## src/inc/mct_params.svh

```systemverilog
// Purpose: Constants for the instruction length and timing block.
// Assumes: Included by bare name; one system clock at 10 MHz.
// Notes: Lengths in bytes, counts in system clocks.
`ifndef MCT_PARAMS_SVH
`define MCT_PARAMS_SVH

// ----------------------------------------
// Instruction lengths and clock counts
// ----------------------------------------
`define MCT_LEN1 2'h1
`define MCT_LEN2 2'h2
`define MCT_LEN3 2'h3
`define MCT_CYC1 4'h1
`define MCT_CYC2 4'h2
`define MCT_CYC3 4'h3
`define MCT_CYC4 4'h4
`define MCT_CYC5 4'h5
`define MCT_CYC8 4'h8
`define MCT_CNT_LAST 4'h0

// ----------------------------------------
// Field positions
// ----------------------------------------
`define MCT_BANK_HI 4
`define MCT_BANK_LO 3
`define MCT_SPACE_BIT 7
`define MCT_MSB 7
`define MCT_LSB 0
`define MCT_HI7 7:1
`define MCT_LO7 6:0
`define MCT_NHI 7:4
`define MCT_NLO 3:0
`define MCT_PAGE 15:11
`define MCT_AHI 7:5
`define MCT_RSEL 2:0
`define MCT_PSEL 0
`define MCT_SX 8

// ----------------------------------------
// Values
// ----------------------------------------
`define MCT_PTR_HI 2'h0
`define MCT_B0 8'h00
`define MCT_B1 8'h01
`define MCT_W0 16'h0000
`define MCT_A0 5'h00
`define MCT_PC_RST 16'h0000

`endif

```

## src/inc/mct_pkg.sv

```systemverilog
// Purpose: Types shared by the instruction timing modules.
// Assumes: Constants come from mct_params.svh.
// Notes: Nothing here is imported; users write mct_pkg::name.
package mct_pkg;

    // Timing class: bytes, clocks not taken, clocks taken
    typedef enum logic [3:0] {
        MCT_K11, MCT_K12, MCT_K22, MCT_K33, MCT_K13, MCT_K23, MCT_K34,
        MCT_K14, MCT_K15, MCT_K18, MCT_B223, MCT_B334, MCT_B345
    } mct_tcls_t;

    typedef enum logic [5:0] {
        MCT_NONE, MCT_JC, MCT_JNC, MCT_JB, MCT_JNB, MCT_BTCJ, MCT_JZ, MCT_JNZ,
        MCT_CJA, MCT_CJS, MCT_DECJ, MCT_SHRTJ, MCT_PAGEJ, MCT_PAGEC, MCT_LONGJ,
        MCT_LONGC, MCT_JMPI, MCT_RTN, MCT_MOVCP, MCT_MOVCD, MCT_XRD, MCT_XWR,
        MCT_ACLR, MCT_ACPL, MCT_RL, MCT_RLC, MCT_RR, MCT_RRC, MCT_SWAP,
        MCT_NIBX, MCT_CCLR, MCT_CSET, MCT_CCPL
    } mct_kind_t;

    typedef enum logic {MCT_IDLE, MCT_EXEC} mct_state_t;

endpackage

```

## src/inc/mct_if.sv

```systemverilog
// Purpose: Carries decoded fields between the core and its helpers.
// Assumes: Single clock domain, purely combinational paths.
// Notes: The core drives operands, helpers return results.
`timescale 1ns/1ps
interface mct_if;
    logic [7:0] opcode;
    logic [7:0] b1;
    logic [7:0] b2;
    logic [7:0] acc;
    logic [7:0] src_val;
    logic [15:0] data_ptr;
    logic [15:0] pc_next;
    logic [1:0] bank;
    logic carry;
    logic len3;
    mct_pkg::mct_kind_t kind;
    logic [15:0] rel_tgt;
    logic [15:0] page_tgt;
    logic [15:0] code_pc;
    logic [15:0] code_dp;
    logic [4:0] reg_addr;
    logic [4:0] ptr_addr;
    logic [7:0] acc_res;
    logic [7:0] ram_res;
    logic carry_res;

    modport core (output opcode, b1, b2, acc, src_val, data_ptr, pc_next, bank,
        carry, len3, kind, input rel_tgt, page_tgt, code_pc, code_dp,
        reg_addr, ptr_addr, acc_res, ram_res, carry_res);
    modport tgt (input opcode, b1, b2, acc, data_ptr, pc_next, bank, len3,
        output rel_tgt, page_tgt, code_pc, code_dp, reg_addr, ptr_addr);
    modport alu (input kind, acc, carry, src_val,
        output acc_res, ram_res, carry_res);
endinterface

```

## src/rtl/mct_instr_timing.sv

```systemverilog
// Purpose: Decodes length and clock count of each instruction, sequences
//          its execution clocks and resolves branches and operand targets.
// Assumes: Opcode, operand bytes and datapath values come from logic on
//          the same clock, valid while instr_valid is high.
// Notes: One instruction at a time; accepted only while instr_ready.
`timescale 1ns/1ps
`include "mct_params.svh"
module mct_instr_timing (
    input wire logic clock,
    input wire logic sys_rst,
    input wire logic instr_valid,
    input wire logic [7:0] instr_opcode,
    input wire logic [7:0] instr_b1,
    input wire logic [7:0] instr_b2,
    input wire logic [15:0] instr_pc,
    input wire logic [7:0] acc_val,
    input wire logic [15:0] data_ptr_val,
    input wire logic [7:0] status_val,
    input wire logic [7:0] src_val,
    input wire logic [7:0] dir_val,
    input wire logic [7:0] ptr_val,
    input wire logic bit_val,
    input wire logic [15:0] return_addr,
    output logic instr_ready,
    output logic instr_done,
    output logic [1:0] instr_len,
    output logic [3:0] instr_cycles,
    output logic br_taken,
    output logic [15:0] next_pc,
    output logic code_rd,
    output logic [15:0] code_addr,
    output logic xdata_rd,
    output logic xdata_wr,
    output logic [15:0] xdata_addr,
    output logic dir_special,
    output logic [4:0] reg_addr,
    output logic [4:0] ptr_addr,
    output logic acc_we,
    output logic [7:0] acc_res,
    output logic carry_we,
    output logic carry_res,
    output logic ram_we,
    output logic [7:0] ram_res,
    output logic bit_clr
);
    // ----------------------------------------
    // Declarations
    // ----------------------------------------
    mct_if ifc();
    mct_pkg::mct_tcls_t tcls;
    mct_pkg::mct_kind_t kind;
    mct_pkg::mct_state_t state_reg;
    logic [1:0] len;
    logic [3:0] cyc_nt;
    logic [3:0] cyc_tk;
    logic [3:0] cyc_sel;
    logic [3:0] cnt_reg;
    logic [15:0] pc_next;
    logic [15:0] tgt;
    logic [7:0] cmp_r;
    logic [7:0] cmp_l;
    logic taken;
    logic accept;
    logic last;
    logic ready_reg;
    logic done_reg;

    assign accept = (state_reg == mct_pkg::MCT_IDLE) && instr_valid;
    assign last = (state_reg == mct_pkg::MCT_EXEC) && (cnt_reg == `MCT_CNT_LAST);

    // ----------------------------------------
    // Opcode decode
    // ----------------------------------------
    // Encodings follow the standard set bit for bit; only timing is ours
    always_comb begin
        tcls = mct_pkg::MCT_K11;
        kind = mct_pkg::MCT_NONE;
        casez (instr_opcode)
            8'h00, 8'ha5: tcls = mct_pkg::MCT_K11;
            8'h02: begin tcls = mct_pkg::MCT_K34; kind = mct_pkg::MCT_LONGJ; end
            8'h12: begin tcls = mct_pkg::MCT_K34; kind = mct_pkg::MCT_LONGC; end
            8'h22, 8'h32: begin tcls = mct_pkg::MCT_K15; kind = mct_pkg::MCT_RTN; end
            8'h03: kind = mct_pkg::MCT_RR;
            8'h13: kind = mct_pkg::MCT_RRC;
            8'h23: kind = mct_pkg::MCT_RL;
            8'h33: kind = mct_pkg::MCT_RLC;
            8'hc4: kind = mct_pkg::MCT_SWAP;
            8'he4: kind = mct_pkg::MCT_ACLR;
            8'hf4: kind = mct_pkg::MCT_ACPL;
            8'hc3: kind = mct_pkg::MCT_CCLR;
            8'hd3: kind = mct_pkg::MCT_CSET;
            8'hb3: kind = mct_pkg::MCT_CCPL;
            8'h04, 8'h14, 8'ha3, 8'hd4: tcls = mct_pkg::MCT_K11;
            8'h84: tcls = mct_pkg::MCT_K18;
            8'ha4: tcls = mct_pkg::MCT_K14;
            8'h10: begin tcls = mct_pkg::MCT_B334; kind = mct_pkg::MCT_BTCJ; end
            8'h20: begin tcls = mct_pkg::MCT_B334; kind = mct_pkg::MCT_JB; end
            8'h30: begin tcls = mct_pkg::MCT_B334; kind = mct_pkg::MCT_JNB; end
            8'h40: begin tcls = mct_pkg::MCT_B223; kind = mct_pkg::MCT_JC; end
            8'h50: begin tcls = mct_pkg::MCT_B223; kind = mct_pkg::MCT_JNC; end
            8'h60: begin tcls = mct_pkg::MCT_B223; kind = mct_pkg::MCT_JZ; end
            8'h70: begin tcls = mct_pkg::MCT_B223; kind = mct_pkg::MCT_JNZ; end
            8'h80: begin tcls = mct_pkg::MCT_K23; kind = mct_pkg::MCT_SHRTJ; end
            8'h73: begin tcls = mct_pkg::MCT_K13; kind = mct_pkg::MCT_JMPI; end
            8'h83: begin tcls = mct_pkg::MCT_K13; kind = mct_pkg::MCT_MOVCP; end
            8'h93: begin tcls = mct_pkg::MCT_K13; kind = mct_pkg::MCT_MOVCD; end
            8'h43, 8'h53, 8'h63, 8'h75, 8'h85: tcls = mct_pkg::MCT_K33;
            8'h90: tcls = mct_pkg::MCT_K33;
            8'hb4, 8'hb5: begin tcls = mct_pkg::MCT_B334; kind = mct_pkg::MCT_CJA; end
            8'hd5: begin tcls = mct_pkg::MCT_B334; kind = mct_pkg::MCT_DECJ; end
            8'he0, 8'he2, 8'he3: begin
                tcls = mct_pkg::MCT_K13;
                kind = mct_pkg::MCT_XRD;
            end
            8'hf0, 8'hf2, 8'hf3: begin
                tcls = mct_pkg::MCT_K13;
                kind = mct_pkg::MCT_XWR;
            end
            8'b???0_0001: begin tcls = mct_pkg::MCT_K23; kind = mct_pkg::MCT_PAGEJ; end
            8'b???1_0001: begin tcls = mct_pkg::MCT_K23; kind = mct_pkg::MCT_PAGEC; end
            8'b1011_1???: begin tcls = mct_pkg::MCT_B334; kind = mct_pkg::MCT_CJS; end
            8'b1101_1???: begin tcls = mct_pkg::MCT_B223; kind = mct_pkg::MCT_DECJ; end
            8'b0111_1???, 8'b1000_1???, 8'b1010_1???: tcls = mct_pkg::MCT_K22;
            8'b????_1???: tcls = mct_pkg::MCT_K11;
            8'b1011_011?: begin tcls = mct_pkg::MCT_B345; kind = mct_pkg::MCT_CJS; end
            8'b1101_011?: begin tcls = mct_pkg::MCT_K12; kind = mct_pkg::MCT_NIBX; end
            8'b0111_011?, 8'b1000_011?, 8'b1010_011?: tcls = mct_pkg::MCT_K22;
            8'b????_011?: tcls = mct_pkg::MCT_K12;
            // Remaining direct, bit, immediate, push and pop forms
            8'b????_0???: tcls = mct_pkg::MCT_K22;
            default: tcls = mct_pkg::MCT_K11;
        endcase
    end

    // ----------------------------------------
    // Length and clocks of each timing class
    // ----------------------------------------
    always_comb begin
        len = `MCT_LEN1;
        cyc_nt = `MCT_CYC1;
        case (tcls)
            mct_pkg::MCT_K11: cyc_nt = `MCT_CYC1;
            mct_pkg::MCT_K12: cyc_nt = `MCT_CYC2;
            mct_pkg::MCT_K22: begin len = `MCT_LEN2; cyc_nt = `MCT_CYC2; end
            mct_pkg::MCT_K33: begin len = `MCT_LEN3; cyc_nt = `MCT_CYC3; end
            mct_pkg::MCT_K13: cyc_nt = `MCT_CYC3;
            mct_pkg::MCT_K23: begin len = `MCT_LEN2; cyc_nt = `MCT_CYC3; end
            mct_pkg::MCT_K34: begin len = `MCT_LEN3; cyc_nt = `MCT_CYC4; end
            mct_pkg::MCT_K14: cyc_nt = `MCT_CYC4;
            mct_pkg::MCT_K15: cyc_nt = `MCT_CYC5;
            mct_pkg::MCT_K18: cyc_nt = `MCT_CYC8;
            mct_pkg::MCT_B223: begin len = `MCT_LEN2; cyc_nt = `MCT_CYC2; end
            mct_pkg::MCT_B334: begin len = `MCT_LEN3; cyc_nt = `MCT_CYC3; end
            mct_pkg::MCT_B345: begin len = `MCT_LEN3; cyc_nt = `MCT_CYC4; end
            default: cyc_nt = `MCT_CYC1;
        endcase
    end

    // Conditional classes take one clock more when taken
    assign cyc_tk = (tcls == mct_pkg::MCT_B223 || tcls == mct_pkg::MCT_B334 ||
                     tcls == mct_pkg::MCT_B345) ? cyc_nt + `MCT_CYC1 : cyc_nt;
    assign cyc_sel = taken ? cyc_tk : cyc_nt;

    // ----------------------------------------
    // Helpers
    // ----------------------------------------
    assign pc_next = instr_pc + {14'h0000, len};
    assign ifc.opcode = instr_opcode;
    assign ifc.b1 = instr_b1;
    assign ifc.b2 = instr_b2;
    assign ifc.acc = acc_val;
    assign ifc.src_val = src_val;
    assign ifc.data_ptr = data_ptr_val;
    assign ifc.pc_next = pc_next;
    assign ifc.bank = {status_val[`MCT_BANK_HI], status_val[`MCT_BANK_LO]};
    assign ifc.carry = status_val[`MCT_MSB];
    assign ifc.len3 = (len == `MCT_LEN3);
    assign ifc.kind = kind;

    mct_target u_target (
        .t(ifc.tgt)
    );

    mct_accop u_accop (
        .a(ifc.alu)
    );

    // ----------------------------------------
    // Branch decision and target
    // ----------------------------------------
    assign cmp_l = (kind == mct_pkg::MCT_CJA) ? acc_val : src_val;
    assign cmp_r = (instr_opcode == 8'hb5) ? dir_val : instr_b1;

    always_comb begin
        taken = 1'b0;
        tgt = pc_next;
        case (kind)
            mct_pkg::MCT_JC: taken = ifc.carry;
            mct_pkg::MCT_JNC: taken = ~ifc.carry;
            mct_pkg::MCT_JZ: taken = (acc_val == `MCT_B0);
            mct_pkg::MCT_JNZ: taken = (acc_val != `MCT_B0);
            mct_pkg::MCT_JB, mct_pkg::MCT_BTCJ: taken = bit_val;
            mct_pkg::MCT_JNB: taken = ~bit_val;
            mct_pkg::MCT_CJA, mct_pkg::MCT_CJS: taken = (cmp_l != cmp_r);
            mct_pkg::MCT_DECJ: taken = (src_val != `MCT_B1);
            mct_pkg::MCT_SHRTJ, mct_pkg::MCT_PAGEJ, mct_pkg::MCT_PAGEC,
            mct_pkg::MCT_LONGJ, mct_pkg::MCT_LONGC, mct_pkg::MCT_JMPI,
            mct_pkg::MCT_RTN: taken = 1'b1;
            default: taken = 1'b0;
        endcase
        case (kind)
            mct_pkg::MCT_PAGEJ, mct_pkg::MCT_PAGEC: tgt = ifc.page_tgt;
            mct_pkg::MCT_LONGJ, mct_pkg::MCT_LONGC: tgt = {instr_b1, instr_b2};
            mct_pkg::MCT_JMPI: tgt = ifc.code_dp;
            mct_pkg::MCT_RTN: tgt = return_addr;
            default: tgt = taken ? ifc.rel_tgt : pc_next;
        endcase
    end

    // ----------------------------------------
    // Sequencing
    // ----------------------------------------
    // Counting runs on every system clock; there is no machine-cycle divider
    always_ff @(posedge clock or posedge sys_rst) begin
        if (sys_rst) begin
            state_reg <= mct_pkg::MCT_IDLE;
        end else begin
            case (state_reg)
                mct_pkg::MCT_IDLE: if (instr_valid) state_reg <= mct_pkg::MCT_EXEC;
                mct_pkg::MCT_EXEC: if (last) state_reg <= mct_pkg::MCT_IDLE;
                default: state_reg <= mct_pkg::MCT_IDLE;
            endcase
        end
    end

    always_ff @(posedge clock or posedge sys_rst) begin
        if (sys_rst) begin
            cnt_reg <= `MCT_CNT_LAST;
        end else if (accept) begin
            cnt_reg <= cyc_sel - `MCT_CYC1;
        end else if (state_reg == mct_pkg::MCT_EXEC && !last) begin
            cnt_reg <= cnt_reg - `MCT_CYC1;
        end
    end

    always_ff @(posedge clock or posedge sys_rst) begin
        if (sys_rst) begin
            ready_reg <= 1'b1;
            done_reg <= 1'b0;
        end else begin
            done_reg <= last;
            if (accept) begin
                ready_reg <= 1'b0;
            end else if (last) begin
                ready_reg <= 1'b1;
            end
        end
    end

    // ----------------------------------------
    // Instruction results
    // ----------------------------------------
    always_ff @(posedge clock or posedge sys_rst) begin
        if (sys_rst) begin
            instr_len <= `MCT_LEN1;
            instr_cycles <= `MCT_CYC1;
            br_taken <= 1'b0;
            next_pc <= `MCT_PC_RST;
            code_addr <= `MCT_W0;
            xdata_addr <= `MCT_W0;
            dir_special <= 1'b0;
            reg_addr <= `MCT_A0;
            ptr_addr <= `MCT_A0;
            acc_res <= `MCT_B0;
            carry_res <= 1'b0;
            ram_res <= `MCT_B0;
        end else if (accept) begin
            instr_len <= len;
            instr_cycles <= cyc_sel;
            br_taken <= taken;
            next_pc <= tgt;
            code_addr <= (kind == mct_pkg::MCT_MOVCP) ? ifc.code_pc : ifc.code_dp;
            // Xdata opcodes other than e0 and f0 carry an 8-bit pointer held in R0 or R1
            xdata_addr <= instr_opcode[`MCT_RSEL] == 3'h0 ? data_ptr_val
                : {`MCT_B0, ptr_val};
            dir_special <= instr_b1[`MCT_SPACE_BIT];
            reg_addr <= ifc.reg_addr;
            ptr_addr <= ifc.ptr_addr;
            acc_res <= ifc.acc_res;
            carry_res <= (kind == mct_pkg::MCT_CJA || kind == mct_pkg::MCT_CJS)
                ? (cmp_l < cmp_r) : ifc.carry_res;
            ram_res <= (kind == mct_pkg::MCT_DECJ) ? src_val - `MCT_B1
                : ifc.ram_res;
        end
    end

    // Strobes stand through the execution clocks and drop with the last
    always_ff @(posedge clock or posedge sys_rst) begin
        if (sys_rst) begin
            code_rd <= 1'b0;
            xdata_rd <= 1'b0;
            xdata_wr <= 1'b0;
            acc_we <= 1'b0;
            carry_we <= 1'b0;
            ram_we <= 1'b0;
            bit_clr <= 1'b0;
        end else if (accept) begin
            code_rd <= kind == mct_pkg::MCT_MOVCP || kind == mct_pkg::MCT_MOVCD;
            xdata_rd <= kind == mct_pkg::MCT_XRD;
            xdata_wr <= kind == mct_pkg::MCT_XWR;
            acc_we <= kind >= mct_pkg::MCT_ACLR && kind <= mct_pkg::MCT_NIBX;
            carry_we <= kind == mct_pkg::MCT_RLC || kind == mct_pkg::MCT_RRC
                || kind >= mct_pkg::MCT_CCLR || kind == mct_pkg::MCT_CJA
                || kind == mct_pkg::MCT_CJS;
            ram_we <= kind == mct_pkg::MCT_NIBX || kind == mct_pkg::MCT_DECJ;
            bit_clr <= kind == mct_pkg::MCT_BTCJ && bit_val;
        end else if (last) begin
            code_rd <= 1'b0;
            xdata_rd <= 1'b0;
            xdata_wr <= 1'b0;
            acc_we <= 1'b0;
            carry_we <= 1'b0;
            ram_we <= 1'b0;
            bit_clr <= 1'b0;
        end
    end

    assign instr_ready = ready_reg;
    assign instr_done = done_reg;
endmodule

```

## src/rtl/mct_target.sv

```systemverilog
// Purpose: Operand address and branch target arithmetic.
// Assumes: pc_next is the address of the following instruction.
// Notes: Pure combinational logic.
`timescale 1ns/1ps
`include "mct_params.svh"
module mct_target (
    mct_if.tgt t
);
    logic [7:0] rel;

    assign rel = t.len3 ? t.b2 : t.b1;
    assign t.rel_tgt = t.pc_next + {{`MCT_SX{rel[`MCT_MSB]}}, rel};
    // Upper bits of pc_next kept, so the target stays in the page of the following instruction
    assign t.page_tgt = {t.pc_next[`MCT_PAGE], t.opcode[`MCT_AHI], t.b1};
    assign t.code_pc = t.pc_next + {`MCT_B0, t.acc};
    assign t.code_dp = t.data_ptr + {`MCT_B0, t.acc};
    assign t.reg_addr = {t.bank, t.opcode[`MCT_RSEL]};
    assign t.ptr_addr = {t.bank, `MCT_PTR_HI, t.opcode[`MCT_PSEL]};
endmodule

```

## src/rtl/mct_accop.sv

```systemverilog
// Purpose: Accumulator, nibble and carry results of one instruction.
// Assumes: acc, carry and src_val are the values before execution.
// Notes: Pure combinational logic.
`timescale 1ns/1ps
`include "mct_params.svh"
module mct_accop (
    mct_if.alu a
);
    always_comb begin
        a.acc_res = a.acc;
        a.ram_res = a.src_val;
        a.carry_res = a.carry;
        case (a.kind)
            mct_pkg::MCT_ACLR: a.acc_res = `MCT_B0;
            mct_pkg::MCT_ACPL: a.acc_res = ~a.acc;
            mct_pkg::MCT_RL: a.acc_res = {a.acc[`MCT_LO7], a.acc[`MCT_MSB]};
            mct_pkg::MCT_RLC: begin
                a.acc_res = {a.acc[`MCT_LO7], a.carry};
                a.carry_res = a.acc[`MCT_MSB];
            end
            mct_pkg::MCT_RR: a.acc_res = {a.acc[`MCT_LSB], a.acc[`MCT_HI7]};
            mct_pkg::MCT_RRC: begin
                a.acc_res = {a.carry, a.acc[`MCT_HI7]};
                a.carry_res = a.acc[`MCT_LSB];
            end
            mct_pkg::MCT_SWAP: a.acc_res = {a.acc[`MCT_NLO], a.acc[`MCT_NHI]};
            mct_pkg::MCT_NIBX: begin
                a.acc_res = {a.acc[`MCT_NHI], a.src_val[`MCT_NLO]};
                a.ram_res = {a.src_val[`MCT_NHI], a.acc[`MCT_NLO]};
            end
            mct_pkg::MCT_CCLR: a.carry_res = 1'b0;
            mct_pkg::MCT_CSET: a.carry_res = 1'b1;
            mct_pkg::MCT_CCPL: a.carry_res = ~a.carry;
            default: a.carry_res = a.carry;
        endcase
    end
endmodule

```

## config.mk

```make
export PLATFORM = sky130hd
export DESIGN_NAME = mct_instr_timing
export DESIGN_NICKNAME = d
export VERILOG_FILES = /design/src/inc/mct_pkg.sv /design/src/inc/mct_if.sv /design/src/rtl/mct_instr_timing.sv /design/src/rtl/mct_target.sv /design/src/rtl/mct_accop.sv
export VERILOG_INCLUDE_DIRS = /design/src /design/src/inc
export SDC_FILE = /design/constraint.sdc
export NUM_CORES = 1
export LEC_CHECK = 0
export ABC_AREA = 1
export BUFFER_PORTS_ARGS = -buffer_cell sky130_fd_sc_hd__buf_2
export CORE_MARGIN = 4
export CORE_UTILIZATION = 50
export CTS_CLUSTER_SIZE = 16
export DETAILED_ROUTE_END_ITERATION = 7
export MAX_ROUTING_LAYER = met4
export PLACE_DENSITY = 0.79
export REMOVE_ABC_BUFFERS = 1
export SLEW_MARGIN = 30
export SYNTH_ARGS = -nofsm -noshare
export SYNTH_HDL_FRONTEND = slang
export SYNTH_SLANG_ARGS = --single-unit
export TNS_END_PERCENT = 5
```

## constraint.sdc

```tcl
create_clock -name clock -period 2.7 [get_ports clock]
set_input_delay 0.27 -clock clock [delete_from_list [all_inputs] [get_ports clock]]
set_output_delay 0.27 -clock clock [all_outputs]
set_load 0.01 [all_outputs]
```

==> impl_results.md <==
- Die Width: around 140 um
- Maximum vdd drop: 0.000591 V
- H-tree depth: 3
- Post-Synth Adder-Cell Area: 7.64%
- Layout Nets: 1894
- Largest family of logic cells by synthesized area: simple AND/OR/NAND/NOR gates
- Worst Tran Pin Value: between 0.5 and 0.6 ns
- Leakage: between 6 and 7 nW
- Initial core utilization: 51.0%
- Post-synthesis sequential area ratio: 27.4%
- Mux cell area share after synthesis: 0%
- Post-DRT Antenna Nets: 0
- Fin. Hold Viols: 0
- FF-to-FF setup slack: 0.90 ns
- Setup violators final: 36
- Post-Route WL: 37400 um
- Cell Area, Synth: 8420 um2
- Final Util: 78.4%
- Most frequent CP cell: nand2_2
- FF-to-FF path depth: 6
- Aggregate global routing overflow: 0
- Crit path time final: 4.79 ns
- Worst setup margin: -2.09 ns
- Compound-Gate Fraction of Synth Area: between 15 and 20%
- Unique cell type count in the Yosys netlist: 52
- Die area: 19000 um2
- Via density: 5.63
- Xor/xnor share of the synthesized area: under 10%
- Worst hold path type: in2reg
- Max-cap check violation count: 0
- Most common cell after layout, fill and taps aside: buf_4
- Hold endpoint: reg_addr[3]
- Gr usage total: around two fifths
- Failing checks: setup timing
- Crit Reg-Reg Endpoint: cnt_reg[3]
- Worst Path Class, Setup: in2reg
- GPL Wtd Cong: between 1 and 1.5
- Ratio of final minimum period to clock period: 177%
- Area grow syn2layout: 53.8%
- Cts bufs inserted: 9
- Max-slew violation count: 0
- Pre-CTS setup slack: -2.86 ns
- Die span in y: 138 um
- Status: complete, but fails checks
- Synth Instances: 1270
- Post-route cell area: 13000 um2
- CP max stage delay: 0.42 ns
- Critical R2R Launch: cnt_reg[3]
- Wire length per cell: 19.1 um
- Syn Area/Cell: 6.63 um2
- Overall power: 8.03 mW
- Hold Path Stages: 3
- Most frequent cells in the layout: 276 x buf_4, 261 x nand2_1, 192 x buf_2, 124 x inv_1, 120 x nor2_1
- Clock Skews: 0.0114 ns
- Vias in the first global route: 10302
- Buffers on Ports: 200
- CTS tree: yes
- WP data arrival: 5.02 ns
- Startpoint class of the critical path: primary input
- Unrepaired setup endpoints after global routing: true
- Core area: 16500 um2
- Crit end category: flop
- Hpwl dp: 28300 um
- Initial antenna violation count: 0
- Req. time, crit path: slightly below 3 ns
- CTS Buffer Depth: 2
- Setup TNS: -44.35 ns
- Hold Crit Start: status_val[3]
- Yosys reg bits: 92
- Slowest-stage cell, CP: fa_2
- DRT Pass-1 Iters: 5
- Synth warnings: 0
- Slew HR: 60.3%
- Pwr/cell area: 620 nW/um2
- Routed via count: ~11000
- First-pass GRT wire length: 54800 um
- Iteration-0 DRC Markers: 1042
- Row Count: 47
- Clock Latency Late Sink: 0.36 ns
- Layout cells sized above 1: between 40% and 50%
- Top Registers: code_addr (16), next_pc (16), xdata_addr (16)
- DRC: 0
- Worst-path clk slew: roughly 0.07 ns
- I/O pin count: between 200 and 250
- DP Area: about 12000 um2
- Fmax: 209 MHz
- Clock tree root buffer cell: clkbuf_16
- Largest net degree at the start of global routing: 50
- CTS sink cnt: 92
- Critical path peak fanout: 5
- # diodes: 0
- Post-Synth Simple-Gate Area: between 30 and 40%
## power breakdown
group,switching [mW],internal [mW]
Clock,0.634,0.822
Combinational,2.38,1.84
Sequential,0.353,2.00
Total,3.36,4.66
## critical path: cells and delay by family
kind | cells | cell delay [ns]
compound gates | 4 | 0.60
fa+ha+maj | 3 | 0.85
buf+inv | 9 | 0.88
xor+xnor | 2 | 0.38
simple gates | 16 | 2.05
## cell type report
class                   count  area, um2
multi-input cells         983       6080
fillers                  1220       3570
repair buffers            491       3360
flip-flops and latches     92       2310
inverters                 152        608
well taps                 220        275
clock buffers              10        229
clock inverters             6       93.8
## timing repair
action / CTS / global route
resized for setup: 82 / 169
setup endpoints to repair: 37 / 40
pin swaps: 24 / 83
hold buffers: 1 / 0
hold endpoints to repair: 29 / 0
setup buffers: 7 / 19
## logic make-up after synthesis
logic type | count (synthesis)
AND/OR/NAND/NOR | 597
AO/OA/AOI/OAI | 284
buffers and inverters | 196
flip-flops | 92
XOR/XNOR | 51
adder cells (fa/ha/maj) | 49
other | 1
## stage by stage
step	hold WS, ns	std cells
6_report	0.129	1954
5_1_grt	0.133	1954
4_1_cts	0.125	1935
3_5_place_dp	0.322	1911
3_3_place_gp	0.312	1911
2_1_floorplan	0.387	1227
## cell usage after synthesis (all sizes together)
cell	number	area share (%)
nand2	319	15
nor2	177	8.8
inv	151	6.7
o21ai	118	7.0
dfrtp	89	26
a21oi	76	4.6
nand3	58	3.7
ha	45	6.7
xor2	33	3.4
clkbuf	28	1.2
o22ai	18	1.3
xnor2	18	1.9
buf	16	1.4
a31oi	15	1.1
nand4	15	1.2
o211ai	14	1.2
nor3	10	0.59
nor4	8	0.59
a211oi	7	0.62
a221oi	7	0.73
or2	5	0.37
a41oi	4	0.42
fa	4	0.95
o2111ai	4	0.42
a32o	3	0.36
dfstp	3	0.94
o221ai	3	0.31
o31ai	3	0.27
a2111oi	2	0.21
a21o	2	0.18
and2	2	0.15
nand3b	2	0.18
o21bai	2	0.18
o2bb2ai	2	0.21
o41ai	2	0.21
a21boi	1	0.089
clkinv	1	0.045
conb	1	0.045
nor3b	1	0.089
o311ai	1	0.10
## layer usage
layer	share of wire [%]	track usage, %	vias up
met5	0	-	-
met4	4.5	14.5	0
met3	8.1	6.17	141
met2	48	62.7	596
met1	40	48.1	5135
li1	-	-	5136
## how the worst max path moves through the flow
stage                          startpoint          end  slack [ns]  depth (start not counted)
after global placement    instr_opcode[0]  next_pc[15]       -2.77                         39
final                     instr_opcode[2]  next_pc[13]       -2.09                         34
after CTS                 instr_opcode[5]  next_pc[15]       -1.85                         37
after detailed placement  instr_opcode[2]  next_pc[15]       -2.86                         40
after global routing      instr_opcode[2]  next_pc[15]       -2.33                         35
after floorplan           instr_opcode[6]  next_pc[15]       -2.41                         38
Note: power is estimated with default switching activity, not from simulation.
